## src/qdp_pkg.sv

```systemverilog
/*
  qdp_pkg: constants and types for the quad dac power and wake control.
  assumes a 100 MHz clock and a separate decoder that presents commands.
*/
package qdp_pkg;
  // ==========================================================
  // command and address codes
  localparam logic [3:0] QDP_CMD_WR_IN = 4'h0;
  localparam logic [3:0] QDP_CMD_UPD_N = 4'h1;
  localparam logic [3:0] QDP_CMD_WR_UPD_ALL = 4'h2;
  localparam logic [3:0] QDP_CMD_WR_UPD_N = 4'h3;
  localparam logic [3:0] QDP_CMD_PD_N = 4'h4;
  localparam logic [3:0] QDP_CMD_PD_CHIP = 4'h5;
  localparam logic [3:0] QDP_CMD_REF_INT = 4'h6;
  localparam logic [3:0] QDP_CMD_REF_EXT = 4'h7;
  localparam logic [3:0] QDP_CMD_NOP = 4'hf;
  localparam logic [3:0] QDP_ADDR_ALL = 4'hf;
  localparam int QDP_NCH = 4;
  // ==========================================================
  // timing
  localparam int QDP_CLK_MHZ = 100;
  localparam int QDP_WAKE_SHORT_US = 10;
  localparam int QDP_WAKE_LONG_US = 12;
  localparam int QDP_WAKE_SHORT_CYC = QDP_WAKE_SHORT_US * QDP_CLK_MHZ;
  localparam int QDP_WAKE_LONG_CYC = QDP_WAKE_LONG_US * QDP_CLK_MHZ;
  localparam int QDP_CNT_W = 11;
  // ==========================================================
  // reset values
  localparam logic [3:0] QDP_PD_RST = 4'h0;
  localparam logic QDP_REF_ON_RST = 1'b1;
  localparam logic QDP_REF_BY_EXT_RST = 1'b0;
  localparam logic [2:0] QDP_SYNC_RST = 3'h7;
  typedef enum logic [1:0] {
    QDP_REF_ON = 2'b00,
    QDP_REF_OFF_EXT = 2'b01,
    QDP_REF_OFF_CHIP = 2'b10
  } qdp_ref_t;
endpackage : qdp_pkg

```

## src/qdp_wake_timer.sv

```systemverilog
/*
  qdp_wake_timer: one settle counter per channel.
  assumes start is a one-cycle pulse from the power control on the same clock.
*/
`timescale 1ns/1ps
module qdp_wake_timer
  import qdp_pkg::*;
(
  input wire logic clk,
  input wire logic rst_b,
  input wire logic start,
  input wire logic long_wait,
  input wire logic abort,
  output logic settled
);
  logic [QDP_CNT_W-1:0] cnt_q;
  // ==========================================================
  // countdown
  always_ff @(posedge clk or negedge rst_b)
  begin
    if (!rst_b)
    begin
      cnt_q <= '0;
    end
    else if (abort)
    begin
      cnt_q <= '0;
    end
    else if (start)
    begin
      cnt_q <= long_wait ? QDP_CNT_W'(QDP_WAKE_LONG_CYC) : QDP_CNT_W'(QDP_WAKE_SHORT_CYC);
    end
    else if (cnt_q != '0)
    begin
      cnt_q <= cnt_q - QDP_CNT_W'(1);
    end
  end
  // taken from the count alone, so the low time is exactly the programmed delay
  assign settled = (cnt_q == '0);
endmodule : qdp_wake_timer

```

## src/qdp_power_ctrl.sv

```systemverilog
/*
  qdp_power_ctrl: power state of four channels, bias and internal reference.
  assumes cmd_valid pulses one cycle per executed three-byte command with
  cmd_code and cmd_addr stable; the load pin is asynchronous and active low.
*/
`timescale 1ns/1ps
module qdp_power_ctrl
  import qdp_pkg::*;
(
  input wire logic clk,
  input wire logic rst_b,
  input wire logic cmd_valid,
  input wire logic [3:0] cmd_code,
  input wire logic [3:0] cmd_addr,
  input wire logic async_load_pin_b,
  output logic [3:0] ch_down,
  output logic [3:0] ch_settled,
  output logic [3:0] ch_update,
  output logic bias_down,
  output logic ref_down,
  output logic ref_by_ext
);
  import qdp_pkg::*;

  // ==========================================================
  // address decode, shared by power-down and update paths
  function automatic logic [3:0] qdp_sel(input logic [3:0] a);
    logic [3:0] s;
    s = 4'h0;
    if (a == QDP_ADDR_ALL)
    begin
      s = 4'hf;
    end
    else if (a < 4'h4)
    begin
      s[a[1:0]] = 1'b1;
    end
    return s;
  endfunction : qdp_sel

  // one command strobe compare, shared by every reference command branch but not the update wake branch
  function automatic logic qdp_hit(input logic v, input logic [3:0] c, input logic [3:0] w);
    return v && (c == w);
  endfunction : qdp_hit

  logic [2:0] load_sync_q;
  logic load_lvl_q;
  logic [3:0] pd_q;
  logic ref_down_q;
  logic ref_by_ext_q;
  logic [3:0] upd_q;
  logic [3:0] sel;
  logic [3:0] upd_mask;
  logic [3:0] pd_mask;
  logic load_fall;
  logic load_agree;
  logic ref_int_cmd;
  logic ref_ext_cmd;
  logic chip_pd_cmd;
  logic long_wait;

  // ==========================================================
  // load pin synchroniser; stage 0 feeds only stage 1
  // reset to the pin's idle high level so a release gives no false load edge
  always_ff @(posedge clk or negedge rst_b)
  begin
    if (!rst_b)
    begin
      load_sync_q <= QDP_SYNC_RST;
    end
    else
    begin
      load_sync_q <= {load_sync_q[1:0], async_load_pin_b};
    end
  end

  // level changes only once stages 1 and 2 agree
  assign load_agree = (load_sync_q[1] == load_sync_q[2]);

  always_ff @(posedge clk or negedge rst_b)
  begin
    if (!rst_b)
    begin
      load_lvl_q <= 1'b1;
    end
    else if (load_agree)
    begin
      load_lvl_q <= load_sync_q[2];
    end
  end
  assign load_fall = load_lvl_q && load_agree && !load_sync_q[2];

  // ==========================================================
  // command decode; data word never looked at here
  assign sel = qdp_sel(cmd_addr);

  always_comb
  begin
    upd_mask = 4'h0;
    pd_mask = 4'h0;
    if (cmd_valid)
    begin
      case (cmd_code)
        QDP_CMD_UPD_N: upd_mask = sel;
        QDP_CMD_WR_UPD_N: upd_mask = sel;
        QDP_CMD_WR_UPD_ALL: upd_mask = 4'hf;
        QDP_CMD_PD_N: pd_mask = sel;
        QDP_CMD_PD_CHIP: pd_mask = 4'hf;
        default: pd_mask = 4'h0;
      endcase
    end
    // a load pin event wakes every channel, like an update-all command
    if (load_fall)
    begin
      upd_mask = 4'hf;
    end
  end

  // bias is off only when everything, reference included, was down
  assign long_wait = (pd_q == 4'hf) && ref_down_q;

  // ==========================================================
  // reference command strobes
  assign ref_int_cmd = qdp_hit(cmd_valid, cmd_code, QDP_CMD_REF_INT);
  assign ref_ext_cmd = qdp_hit(cmd_valid, cmd_code, QDP_CMD_REF_EXT);
  assign chip_pd_cmd = qdp_hit(cmd_valid, cmd_code, QDP_CMD_PD_CHIP);

  // ==========================================================
  // channel power state; update wins over a same-cycle power-down
  always_ff @(posedge clk or negedge rst_b)
  begin
    if (!rst_b)
    begin
      pd_q <= QDP_PD_RST;
    end
    else
    begin
      pd_q <= (pd_q | pd_mask) & ~upd_mask;
    end
  end

  // update strobe to the register file; power-down never touches data
  always_ff @(posedge clk or negedge rst_b)
  begin
    if (!rst_b)
    begin
      upd_q <= 4'h0;
    end
    else
    begin
      upd_q <= upd_mask;
    end
  end

  // ==========================================================
  // reference state and the record of what turned it off
  always_ff @(posedge clk or negedge rst_b)
  begin
    if (!rst_b)
    begin
      ref_down_q <= !QDP_REF_ON_RST;
      ref_by_ext_q <= QDP_REF_BY_EXT_RST;
    end
    else if (ref_int_cmd)
    begin
      ref_down_q <= 1'b0;
      ref_by_ext_q <= 1'b0;
    end
    else if (ref_ext_cmd)
    begin
      ref_down_q <= 1'b1;
      ref_by_ext_q <= 1'b1;
    end
    else if (chip_pd_cmd)
    begin
      ref_down_q <= 1'b1;
      ref_by_ext_q <= 1'b0;
    end
    else if (ref_down_q && !ref_by_ext_q && (upd_mask != 4'h0))
    begin
      ref_down_q <= 1'b0;
    end
    // an external select keeps the reference off through updates
  end

  // ==========================================================
  // per-channel settle timers
  // a power-down during a wake clears the count, so settled reads high while down
  genvar gi;
  generate
    for (gi = 0; gi < QDP_NCH; gi++)
    begin : g_ch
      qdp_wake_timer u_tmr (
        .clk(clk),
        .rst_b(rst_b),
        .start(upd_mask[gi] && pd_q[gi]),
        .long_wait(long_wait),
        .abort(pd_mask[gi] && !upd_mask[gi]),
        .settled(ch_settled[gi])
      );
    end
  endgenerate

  // ==========================================================
  // outputs
  assign ch_down = pd_q;
  assign ch_update = upd_q;
  assign bias_down = (pd_q == 4'hf) && ref_down_q;
  assign ref_down = ref_down_q;
  assign ref_by_ext = ref_by_ext_q;
endmodule : qdp_power_ctrl

```

## config.mk

```make
export PLATFORM = sky130hd
export DESIGN_NAME = qdp_power_ctrl
export DESIGN_NICKNAME = d
export VERILOG_FILES = /design/src/qdp_pkg.sv /design/src/qdp_wake_timer.sv /design/src/qdp_power_ctrl.sv
export SDC_FILE = /design/constraint.sdc
export NUM_CORES = 1
export LEC_CHECK = 0
export ABC_AREA = 1
export BUFFER_PORTS_ARGS = -buffer_cell sky130_fd_sc_hd__buf_4
export CORE_ASPECT_RATIO = 1.2
export CORE_MARGIN = 4
export CORE_UTILIZATION = 45
export DETAILED_ROUTE_END_ITERATION = 10
export PLACE_DENSITY_LB_ADDON = 0.2
export SLEW_MARGIN = 30
export SYNTH_ARGS = -nofsm -noshare
export SYNTH_HDL_FRONTEND = slang
export SYNTH_HIERARCHICAL = 1
export SYNTH_SLANG_ARGS = --single-unit
```

## constraint.sdc

```tcl
create_clock -name clk -period 2.4 [get_ports clk]
set_input_delay 0 -clock clk [delete_from_list [all_inputs] [get_ports clk]]
set_output_delay 0 -clock clk [all_outputs]
set_load 0.01 [all_outputs]
```

After elaboration in Yosys (flattened, before gate mapping)
Index checks and enable logic that the tools add are counted.
{"block": "word_totals", "ff_bits": 58, "latchBits": 0, "ram_bits": 0, "rom_bits": 0, "output_inout_bits": 15, "memories": 0}
{"block": "classes", "addsub": 4, "multipliers": 0, "div": 0, "order_cmp": 3, "eq_ne": 10, "shift": 0, "n_mux": 29, "bitwise_logic": 3, "reduce_logical": 39}
{"op": "$mux 11", "n": 13}
{"op": "$logic_not 11->1", "n": 4}
{"op": "$reduce_bool 11->1", "n": 4}
{"op": "$sub 11x1->11 const B", "n": 4}
{"op": "$mux 4", "n": 5}
{"op": "$logic_and 1x1->1", "n": 17}
{"op": "$eq 4x3->1 const B", "n": 4}
{"op": "$pmux 4 s2", "n": 2}
{"op": "$reduce_bool 3->1", "n": 5}
{"op": "$eq 4x2->1 const B", "n": 2}
{"op": "$eq 4x4->1 const B", "n": 2}
{"op": "$mux 1", "n": 8}
{"op": "$reduce_bool 4->1", "n": 2}
{"op": "$logic_not 1->1", "n": 6}
{"op": "$and 4x4->4", "n": 1}
{"op": "$eq 4x1->1 const B", "n": 1}
{"op": "$lt 4x3->1 const B", "n": 1}
{"op": "$not 4->4", "n": 1}
{"op": "$or 4x4->4", "n": 1}
{"op": "$lt 2x3->1 const B", "n": 1}
{"op": "$demux 1 s2", "n": 1}
{"op": "$ge 2x1->1 const B", "n": 1}
{"op": "$reduce_or 2->1", "n": 1}
{"op": "$eq 1x1->1", "n": 1}

Logic depth before layout (Yosys ltp)
Gate-level depths: netlist of the first run.
{"block": "depth", "ltp_word": 15, "depth_mapped": 13}

Cells and area by module
The synthesis of the first run kept the hierarchy.
{"mod": "qdp_wake_timer", "instances": 4, "cells_each": 89, "area_each_um2": 706.9, "seq_area_each_um2": 275.3}
{"mod": "qdp_power_ctrl", "instances": 1, "cells_each": 101, "area_each_um2": 750.7, "seq_area_each_um2": 355.3}

Least setup slack after synthesis of the first run
No wires, ideal clock.
{"block": "synth_path", "path_kind": "reg2reg", "start": "reg load_lvl_q", "end": "reg g_ch[1].u_tmr.cnt_q[4]", "setup_time_ns": 0.119, "arrival_ns": 1.611, "required_ns": 2.281, "setup_slack_ns": 0.670, "path_stages_with_launch": 9, "path_cell_list": "dfstp_2 > nand2_1 > inv_1 > nor2_1 > nor2_1 > inv_1 > or2_2 > nand3_2 > nor2_1"}
{"block": "synth_via", "elab_chain_cells": 6, "elab_cells_between_ends": 9, "cone_classes": "mux: 3; reduce/logical: 6"}
{"item": "start: declaration", "line_no": "qdp_power_ctrl.sv:47", "text": "logic load_lvl_q;"}
{"item": "start signal: assignment", "line_no": "qdp_power_ctrl.sv:88", "text": "load_lvl_q <= load_sync_q[2];"}
{"item": "$logic_and 1x1->1 * (2 in series)", "line_no": "qdp_power_ctrl.sv:91", "text": "assign load_fall = load_lvl_q && load_agree && !load_sync_q[2];"}
{"item": "$mux 4 *", "line_no": "qdp_power_ctrl.sv:113", "text": "if (load_fall)"}
{"item": "$logic_and 1x1->1 or $logic_not 1->1 (tied branches)", "line_no": "qdp_power_ctrl.sv:196, qdp_power_ctrl.sv:198"}
{"item": "$mux 11 or $logic_and 1x1->1 (tied branches)", "line_no": "qdp_wake_timer.sv:29, qdp_power_ctrl.sv:198"}
{"item": "$mux 11 or $reduce_bool 3->1 (tied branches)"}
{"item": "end signal: assignment", "line_no": "qdp_wake_timer.sv:31", "text": "cnt_q <= long_wait ? QDP_CNT_W'(QDP_WAKE_LONG_CYC) : QDP_CNT_W'(QDP_WAKE_SHORT_CYC);"}
{"item": "end signal: assignment", "line_no": "qdp_wake_timer.sv:35", "text": "cnt_q <= cnt_q - QDP_CNT_W'(1);"}
{"item": "end: declaration", "line_no": "qdp_wake_timer.sv:16", "text": "logic [QDP_CNT_W-1:0] cnt_q;"}
Every way passes the cells marked *; elsewhere a longest branch is shown, timed or not.
A chain may end at the register's enable or synchronous reset.

Worst setup path in the final report of the first run
{"block": "layout_path", "start": "in cmd_code[0]", "end": "reg g_ch[1].u_tmr.cnt_q[4]"}
{"block": "layout_via", "elab_chain_cells": 8, "elab_cells_between_ends": 17, "cone_classes": "eq/ne: 5; mux: 7; reduce/logical: 5"}
{"item": "start: declaration", "line_no": "qdp_power_ctrl.sv:13", "text": "input wire logic [3:0] cmd_code,"}
{"item": "$eq 4x2->1 or $eq 4x1->1 (tied branches)", "line_no": "qdp_power_ctrl.sv:103", "text": "case (cmd_code)"}
{"item": "$reduce_or 2->1 (no source line)"}
{"item": "$pmux 4 s2", "line_no": "qdp_power_ctrl.sv:103"}
{"item": "$mux 4", "line_no": "qdp_power_ctrl.sv:101", "text": "if (cmd_valid)"}
{"item": "$mux 4", "line_no": "qdp_power_ctrl.sv:113"}
{"item": "$logic_and 1x1->1 or $logic_not 1->1 (tied branches)", "line_no": "qdp_power_ctrl.sv:196, qdp_power_ctrl.sv:198"}
{"item": "$mux 11 or $logic_and 1x1->1 (tied branches)", "line_no": "qdp_wake_timer.sv:29, qdp_power_ctrl.sv:198"}
{"item": "$mux 11 or $reduce_bool 3->1 (tied branches)"}
Several ways; a longest one is shown, not always the timed one.

==> out/metrics.cfg, run 1 <==
[route]
num_vias=3020
wl_mm=7.42
dr.pass1.iters=4
drc=0
drtIter0Drc=106
routedWlPerCell_um=12.4
ant_nets=0
viasPerCell=5.03

[timing]
worst_slew_pin_slew_ns=0.738
finalMaxSlewViolations=0
post-route-period-util=0.861
fin_skew_ns=0.00960
relSlewSlack=0.508
setup_tns_ns=0
rsz0062_at_grt=false
setup_viol=0
fin_ws_ns=0.334
hold_viol_final=0
min_period_ns=2.07
holdWs_ns=0.131
max_freq_mhz=484

[grt]
grt_util_met2=0.296
use_met1=0.221
grt-busiest-layer=met2
grtUsageTotal=0.175
overflow=0
antenna_found_initial=0
use_met3=0.0242
grt_first_pass_wirelength_mm=13.1
grt_pass1_vias=2943
grt_max_degree=59

[placement]
place.gp.congestion=0.821
placed_area_mm2=0.00391
io_buffers=26
dpl_worst_slack_ns=0.436
dpl.cell_count=578
hpwlAfterDp_mm=5.62

[clocking]
postCtsHoldBufs=7
clk_pin_slew_ns=0.06
post_cts_buffers=0
cts_root_buf=clkbuf_8
cts.sinks=58
cts_resized=0
cts_buffers=9
htreeDepth=3
cts_tree=yes
clk_latency_ns=0.33
cts_buffer_depth=2

[logic_synthesis]
synth_cell_type_count=27
syn_nets=473
synth_top_family_by_area=simple AND/OR/NAND/NOR gates
yosysWarnings=6
synthSimpleGateAreaFrac=0.419
synth-adder-area-share=0.0140
async_reset_ff_frac=1.00
yosys_register_bits=58
synth-xor-area-share=0.00979
syn_area_per_cell_um2=7.83
syn_inst=457
synth-compound-area-share=0.0902
synth_top_flop_cell=dfrtp_1
synth-seq-area-share=0.407
synthesis.area_mm2=0.00358
synth-edff-count=0
synthMuxAreaShare=0

[pwr]
p_leak_nw=2.32
p_per_area_mw_per_mm2=1120
p_switching_mw=1.90
clkPwrFrac=0.233
pwr-share-seq=0.384
p_sw_frac=0.404
fin_total_pwr_mw=4.71
irDropWorstVdd_uv=614
cellInternalPower_mw=2.81
comb_power_share=0.383

[final_layout]
utilization=0.548
area_delta_synth_final_pct=18.0
drive_above_1_share=0.220
antenna_cells=0
layout.cells.non_filler=600
final_common_cell=nor2_1
final_area_mm2=0.00422
final_cell_mix=nor2_1 (96), nand2_1 (82), dfrtp_1 (54), inv_1 (51), a21oi_1 (36)
multi_input_area_mm2=0.00191
finalNetCount=520
fillCellCount=727
register_area_mm2=0.00146

[die]
start_util=0.464
die_y_um=106
fp.dieW_um=89.4
rows=35
die-area_mm2=0.00945
pin_count=27
core_area_mm2=0.00771

[worst_setup_path]
critical_path_depth=11
crit_path_end=g_ch[1].u_tmr/cnt_q[4]
cpMostUsedCell=nor2_1
crit_path_end_kind=register
cp_max_fo=9
critical-path-top-delay-family=buffers and inverters
r2r_end=g_ch[3].u_tmr/cnt_q[10]
critPathBufInv=4
r2r-start=load_lvl_q
cp_slowest_cell=dlygate4sd3_1
path_class=primary input to register
startpoint=cmd_code[0]
rrSetupSlack_ns=0.43
cp-start-kind=primary input
r2r_cells=6
cp_cell_sequence=dlygate4sd3_1 -> buf_4 -> inv_2 -> nand4_2 -> a21boi_0 -> nor2_1 -> nor2_1 -> inv_1 -> or2_2 -> nand3_2 -> nor2_1
crit_required_ns=2.62
cp_slowest_stage_delay_ns=0.54
cp.arrival_ns=2.28

[run_status]
status=finished clean

[hold_path]
min-delay-path-class=primary input to register

[run]
maxCapViolations=0

power by group through the flow:
| stage | logic, mW | registers, mW | clock network [mW] |
|---|---|---|---|
| final | 1.80 | 1.81 | 1.10 |
| after global routing | 2.10 | 1.88 | 1.16 |
| after CTS | 1.83 | 1.81 | 1.12 |
| after detailed placement | 1.80 | 1.83 | 0 |
| after global placement | 1.76 | 1.81 | 0 |
| after floorplan | 1.48 | 1.73 | 0 |
state kept, by name, summed over array words and instances, names as in the netlist:
name and count:
g_ch.u_tmr/cnt_q 44, ch_down 4, ch_update 4, load_sync_q 3, load_lvl_q 1, ref_by_ext 1
ref_down 1
layer usage:
layer	vias up	wire length (um)
met1	1404	3330
li1	1562	-
met2	40	3720
met3	14	214
met4	0	149
met5	-	0
cell usage after synthesis (8+ instances only):
cell | n | share of area
nor2_1 | 96 | 0.10
nand4_1 | 9 | 0.016
nor2_2 | 13 | 0.023
nand3_4 | 8 | 0.039
nor3_1 | 9 | 0.013
a21oi_1 | 36 | 0.050
nand2_1 | 82 | 0.086
nand3_1 | 19 | 0.027
o21ai_0 | 20 | 0.028
dfrtp_1 | 54 | 0.38
nand2_4 | 10 | 0.031
inv_1 | 51 | 0.053
tightest hold or removal path, cell delays in order:
cell and delay (ns):
buf_4 0.08, nor2_1 0.06, nand2_1 0.09, nor2_1 0.05, o21ai_0 0.13
worst min path at each step:
| stage | start | to | slack (ns) | cells past startpoint |
|---|---|---|---|---|
| after floorplan | rst_b | ch_down[0] | -0.30 | 0 |
| after global placement | async_load_pin_b | load_sync_q[0] | 0.11 | 1 |
| after detailed placement | async_load_pin_b | load_sync_q[0] | 0.11 | 1 |
| after CTS | cmd_code[3] | ref_by_ext | 0.10 | 5 |
| after global routing | cmd_code[3] | ref_by_ext | 0.15 | 5 |
| final | cmd_code[3] | ref_by_ext | 0.13 | 5 |
cell families after synthesis:
family                   after synthesis
AND/OR/NAND/NOR                      274
flip-flops                            58
buffers and inverters                 56
AO/OA/AOI/OAI                         61
XOR/XNOR                               4
adder cells (fa/ha/maj)                4
area by class of cell:
class	count	share of cell area
clock inverter	5	0.0243
sequential	58	0.345
inverter	56	0.0510
timing repair buffer	36	0.0682
multi-input combinational	343	0.452
tap	92	0.0273
clock buffer	10	0.0326
Power figures use the tool's default switching activity.
==> run 2, diff against run 1 <==
BUFFER_PORTS_ARGS = -buffer_cell sky130_fd_sc_hd__buf_2   (was -buffer_cell sky130_fd_sc_hd__buf_4)
clock period = 2.65 ns   (was 2.4 ns; I/O delays follow)
==> run 2 against run 1 <==
Effect of this change: sequential power fell by 9%; clock-buffer cell count rose by 4; largest power group unchanged; critical endpoint is now g_ch[2].u_tmr/cnt_q[4]; sequential share of layout area rose by 0.79 points; global-route usage rose by 0.38 points; via count fell by 0.89%; clock power fell by 25%; combinational power fell by 9%; total power fell by 13%; die area did not move; cell area fell by 2.3%; worst setup slack improved by 0.25 ns.
==> out/metrics.cfg, run 2 (synthesis results as in run 1) <==
[pwr]
fin_total_pwr_mw=4.10  ; -13%
p_per_area_mw_per_mm2=995  ; -11%
p_leak_nw=2.29  ; -1.1%
p_sw_frac=0.422  ; +0.0174
clkPwrFrac=0.202  ; -0.031
irDropWorstVdd_uv=487  ; -21%
pwr-share-seq=0.400  ; +0.016
p_switching_mw=1.73  ; -9.1%
cellInternalPower_mw=2.37  ; -15%
comb_power_share=0.398  ; +0.015

[run_status]
status=finished clean

[grt]
grtUsageTotal=0.179  ; +0.00384
overflow=0  ; unchanged
grt_max_degree=31  ; -47%
grt_pass1_vias=2917  ; -0.88%
grt_first_pass_wirelength_mm=13.3  ; +1.1%
antenna_found_initial=0  ; unchanged

[clocking]
clk_pin_slew_ns=0.07  ; about the same
clk_latency_ns=0.34  ; about the same
cts_tree=yes
cts_buffer_depth=2  ; unchanged
cts.sinks=58  ; unchanged
cts_buffers=9  ; unchanged
cts_root_buf=clkbuf_8
htreeDepth=3  ; unchanged

[worst_setup_path]
r2r-start=load_lvl_q
cp_max_fo=9  ; unchanged
cp_cell_sequence=dlygate4sd3_1 -> buf_2 -> inv_1 -> nand2_1 -> nor2_4 -> nand2_1 -> nand2_1 -> nand2_1 -> a21oi_1 -> inv_1 -> or2_2 -> nand3_2 -> nor2_1
crit_path_end_kind=register
cp-start-kind=primary input
cpMostUsedCell=nand2_1
crit_required_ns=2.88  ; +0.26 ns
path_class=primary input to register
startpoint=cmd_code[3]
cp_slowest_stage_delay_ns=0.54  ; about the same
cp.arrival_ns=2.29  ; about the same
cp_slowest_cell=dlygate4sd3_1

[timing]
worst_slew_pin_slew_ns=0.677  ; -0.0604 ns
hold_viol_final=0  ; unchanged
setup_viol=0  ; unchanged
max_freq_mhz=485
finalMaxSlewViolations=0  ; unchanged
post-route-period-util=0.778
setup_tns_ns=0  ; unchanged
min_period_ns=2.06
relSlewSlack=0.549  ; +0.0403
fin_skew_ns=0.0101  ; +0.000495 ns
rsz0062_at_grt=false

[hold_path]
hp-start=cmd_code[0]
min-delay-path-class=primary input to register

[route]
drtIter0Drc=91  ; -14%
drc=0  ; unchanged
num_vias=2993  ; -0.89%
ant_nets=0  ; unchanged
dr.pass1.iters=5  ; +1
wl_mm=7.49  ; +0.89%
viasPerCell=4.98  ; -1.1%
routedWlPerCell_um=12.5  ; +0.72%

[placement]
place.gp.congestion=0.821  ; about the same
hpwlAfterDp_mm=5.80  ; +3.2%
io_buffers=26  ; unchanged

[final_layout]
multi_input_area_mm2=0.00191  ; unchanged
largest_reg_flops=44  ; unchanged
final_cell_mix=nor2_1 (96), nand2_1 (82), dfrtp_1 (54), inv_1 (51), a21oi_1 (36)
register_area_mm2=0.00146  ; unchanged
fillCellCount=762  ; +4.8%
drive_above_1_share=0.216  ; -0.00436
utilization=0.535  ; -0.0123
final_common_cell=nor2_1
regMostFlops=g_ch.u_tmr/cnt_q
area_delta_synth_final_pct=15.3
finalNetCount=520  ; unchanged
antenna_cells=0  ; unchanged

[run]
maxCapViolations=0  ; unchanged

[die]
pin_count=27  ; unchanged
fp.dieW_um=89.4  ; unchanged
die_y_um=106  ; unchanged
die-area_mm2=0.00945  ; unchanged
rows=35  ; unchanged
core_area_mm2=0.00771  ; unchanged
start_util=0.464  ; unchanged

[run 2: changes by cell type in the layout (fill, tap and decap cells not counted), sizes merged]
cell	before	now
clkbuf	10	14
bufinv	3	1
clkinvlp	1	0
[run 2: cell type report]
class | count | share of cell area
repair buffers | 36 | 0.0570
clock inverters | 2 | 0.00849
flip-flops and latches | 58 | 0.353
multi-input cells | 343 | 0.462
well taps | 92 | 0.0279
inverters | 56 | 0.0522
clock buffers | 14 | 0.0394
[run 2: per-stage QoR]
step	setup WS [ns]	area (um2)	hold slack, ns	std cells
6_report	0.589	4130	0.133	601
5_1_grt	0.399	4130	0.167	601
4_1_cts	0.610	4130	0.130	601
2_1_floorplan	0.920	3580	-0.296	457
3_5_place_dp	0.668	3860	0.0897	578
3_3_place_gp	0.714	3860	0.0773	578
[run 2: routing by layer]
| layer | routed length [um] | up-vias | global-route usage | share of wire |
|---|---|---|---|---|
| met5 | 0 | - | 0 | 0 |
| met4 | 148 | 0 | 0.0787 | 0.020 |
| met3 | 233 | 11 | 0.0313 | 0.031 |
| met2 | 3630 | 31 | 0.285 | 0.48 |
| met1 | 3480 | 1391 | 0.233 | 0.46 |
| li1 | - | 1560 | - | - |
[run 2: worst paths after layout]
| check | slack (ns) | depth (start not counted) | end |
|---|---|---|---|
| worst max-delay path | 0.59 | 13 | g_ch[2].u_tmr/cnt_q[4] |
| worst max register to register | 0.67 | 6 | g_ch[2].u_tmr/cnt_q[4] |
| worst min-delay path | 0.13 | 4 | ref_by_ext |
| worst min register to register | 0.37 | 0 | load_sync_q[1] |
| max in group asynchronous | 1.75 | 3 | load_sync_q[0] |
| min in group asynchronous | 0.24 | 2 | g_ch[1].u_tmr/cnt_q[9] |
[run 2: critical path: cells and delay by family]
kind / cells / cell delay (ns)
buffers and inverters: 4 / 0.99
and+or+nand+nor: 8 / 0.90
AOI/OAI and AO/OA: 1 / 0.41
[run 2: timing repair]
| item | 4_1_cts | 5_1_grt |
|---|---|---|
| hold buffers | 7 | 0 |
| resized for setup | 0 | 0 |
| setup buffers | 0 | 0 |
| hold endpoints to repair | 29 | 0 |
[run 2: power by group through the flow]
| stage | logic, mW | registers, mW | clock network (mW) |
|---|---|---|---|
| floorplan | 1.34 | 1.57 | 0 |
| global placement | 1.59 | 1.65 | 0 |
| detailed placement | 1.64 | 1.65 | 0 |
| CTS | 1.65 | 1.64 | 0.852 |
| global route | 1.91 | 1.70 | 0.900 |
| finish | 1.63 | 1.64 | 0.829 |
==> run 3, diff against run 2 <==
clock period = 1.85 ns   (was 2.65 ns; I/O delays follow)
==> run 3 against run 2 <==
Effect of this change: first-iteration DRC count is 15% higher; critical path type is now register to register; clock skew is 0.0029 ns lower; via count is 2.6% higher; cell area is 2.5% higher; die area stayed put; hold slack worse by 0.10 ns; clock-buffer cell count is 1 higher; critical path depth is 4 lower; worst setup slack worse by 0.45 ns.
==> out/metrics.cfg, run 3 (synthesis results as in run 1) <==
[worst_setup_path]
cp_slowest_cell=dfstp_2
cp_slowest_stage_delay_ns=0.54  ; about the same
cp_max_fo=6  ; -3
cp-start-kind=register
crit_required_ns=2.12  ; -0.76 ns
cp_cell_sequence=nor2_1 -> nand2_2 -> buf_4 -> nand2_1 -> nor2_1 -> nor2_2 -> nand3_4 -> nand3_2 -> nor2_2
cp.arrival_ns=1.98  ; -0.31 ns
path_class=register to register
crit_path_end_kind=register
r2r-start=load_sync_q[1]
startpoint=load_sync_q[1]

[clocking]
cts_buffers=9  ; unchanged
clk_pin_slew_ns=0.06  ; about the same
cts_tree=yes
htreeDepth=3  ; unchanged
clk_latency_ns=0.33  ; about the same
cts_root_buf=clkbuf_8
cts.sinks=58  ; unchanged
cts_buffer_depth=2  ; unchanged

[run]
maxCapViolations=0  ; unchanged

[route]
drc=0  ; unchanged
routedWlPerCell_um=12.5  ; +0.54%
ant_nets=0  ; unchanged
drtIter0Drc=105  ; +15%
wl_mm=7.67  ; +2.4%
viasPerCell=5.02  ; +0.79%
num_vias=3072  ; +2.6%
dr.pass1.iters=4  ; -1

[grt]
use_met3=0.0461  ; +0.0149
grt_max_degree=59  ; +90%
grt-busiest-layer=met2
grt_first_pass_wirelength_mm=13.4  ; +0.99%
grt_util_met2=0.295  ; +0.0100
overflow=0  ; unchanged
use_met1=0.229  ; -0.00416
grtUsageTotal=0.181  ; +0.00221
grt_pass1_vias=3023  ; +3.6%
antenna_found_initial=0  ; unchanged

[die]
fp.dieW_um=89.4  ; unchanged
die_y_um=106  ; unchanged
core_area_mm2=0.00771  ; unchanged
rows=35  ; unchanged
start_util=0.464  ; unchanged
die-area_mm2=0.00945  ; unchanged
pin_count=27  ; unchanged

[timing]
min_period_ns=1.71
max_freq_mhz=584
fin_skew_ns=0.00721  ; -0.00288 ns
fin_ws_ns=0.138  ; -0.451 ns
finalMaxSlewViolations=0  ; unchanged
post-route-period-util=0.925
worst_slew_pin_slew_ns=0.449  ; -0.229 ns
relSlewSlack=0.698  ; +0.149
hold_viol_final=0  ; unchanged
setup_viol=0  ; unchanged

[hold_path]
hp-start=cmd_code[0]
min-delay-path-class=primary input to register

[final_layout]
drive_above_1_share=0.258  ; +0.0416
antenna_cells=0  ; unchanged
regMostFlops=g_ch.u_tmr/cnt_q
final_cell_mix=nor2_1 (88), nand2_1 (81), dfrtp_1 (54), inv_1 (51), a21oi_1 (33)
fillCellCount=729  ; -4.3%
finalNetCount=531  ; +2.1%
register_area_mm2=0.00146  ; unchanged
area_delta_synth_final_pct=18.3
multi_input_area_mm2=0.00195  ; +2.0%
largest_reg_flops=44  ; unchanged
final_common_cell=nor2_1

[pwr]
fin_total_pwr_mw=5.80  ; +41%
p_per_area_mw_per_mm2=1370  ; +38%
p_leak_nw=2.34  ; +2.1%
irDropWorstVdd_uv=741  ; +52%

[placement]
io_buffers=26  ; unchanged
dpl_worst_slack_ns=0.0174  ; -0.651 ns
hpwlAfterDp_mm=5.92  ; +2.2%
place.gp.congestion=0.836  ; +1.8%

[run_status]
status=finished clean

[run 3: cell types whose count changed in the layout (fill, tap and decap cells not counted), moves of 3 or more]
| cell | change |
|---|---|
| a21oi_1 | -3 |
| a21oi_2 | +3 |
| nor2_2 | +7 |
| nor2_1 | -8 |
| buf_4 | +12 |
[run 3: critical path: cells and delay by family, from the launching register on]
family | cells | cell delay [ns]
AND/OR/NAND/NOR | 8 | 0.96
flip-flops | 1 | 0.54
buffers and inverters | 1 | 0.15
[run 3: worst paths after layout]
kind	to	slack (ns)	cells past startpoint
setup / recovery	g_ch[2].u_tmr/cnt_q[10]	0.14	9
hold / removal	ref_by_ext	0.03	3
setup reg to reg	g_ch[2].u_tmr/cnt_q[10]	0.14	9
hold reg to reg	load_sync_q[1]	0.36	0
max in group asynchronous	load_sync_q[0]	1.31	3
min in group asynchronous	g_ch[1].u_tmr/cnt_q[10]	0.21	3
[run 3: metrics by stage]
stage          area, um2   TNS, ns  cells  hold WS (ns)   util
6_report            4230         0    612        0.0309  0.549
5_1_grt             4230  -0.00187    612        0.0250  0.549
4_1_cts             4170         0    609       0.00996  0.541
3_5_place_dp        3930         0    587        0.0325  0.509
3_3_place_gp        3930         0    587        0.0307  0.509
2_1_floorplan       3580         0    457        -0.296      -
[run 3: where the power goes]
group | internal, mW | switching [mW] | total [mW]
combinational | 0.911 | 1.44 | 2.35
sequential | 1.81 | 0.544 | 2.35
clock | 0.598 | 0.493 | 1.09
total | 3.32 | 2.48 | 5.80
[run 3: cell type report]
cell class,count,area share
well taps,92,0.0272
multi-input cells,343,0.460
repair buffers,47,0.0745
clock buffers,15,0.0417
clock inverters,1,0.00177
flip-flops and latches,58,0.344
inverters,56,0.0509
[run 3: layer usage]
| metal | routed length [um] | part of all wire |
|---|---|---|
| met1 | 3350 | 0.44 |
| met2 | 3920 | 0.51 |
| met3 | 291 | 0.038 |
| met4 | 102 | 0.013 |
| met5 | 0 | 0 |
[run 3: timing repair]
action | in CTS | in global routing
setup buffers | 0 | 3
endpoints found under the setup margin | 1 | 43
resized for setup | 1 | 14
gates cloned | 0 | 0
hold buffers | 6 | 0
hold endpoints to repair | 62 | 0
pin swaps | 0 | 3
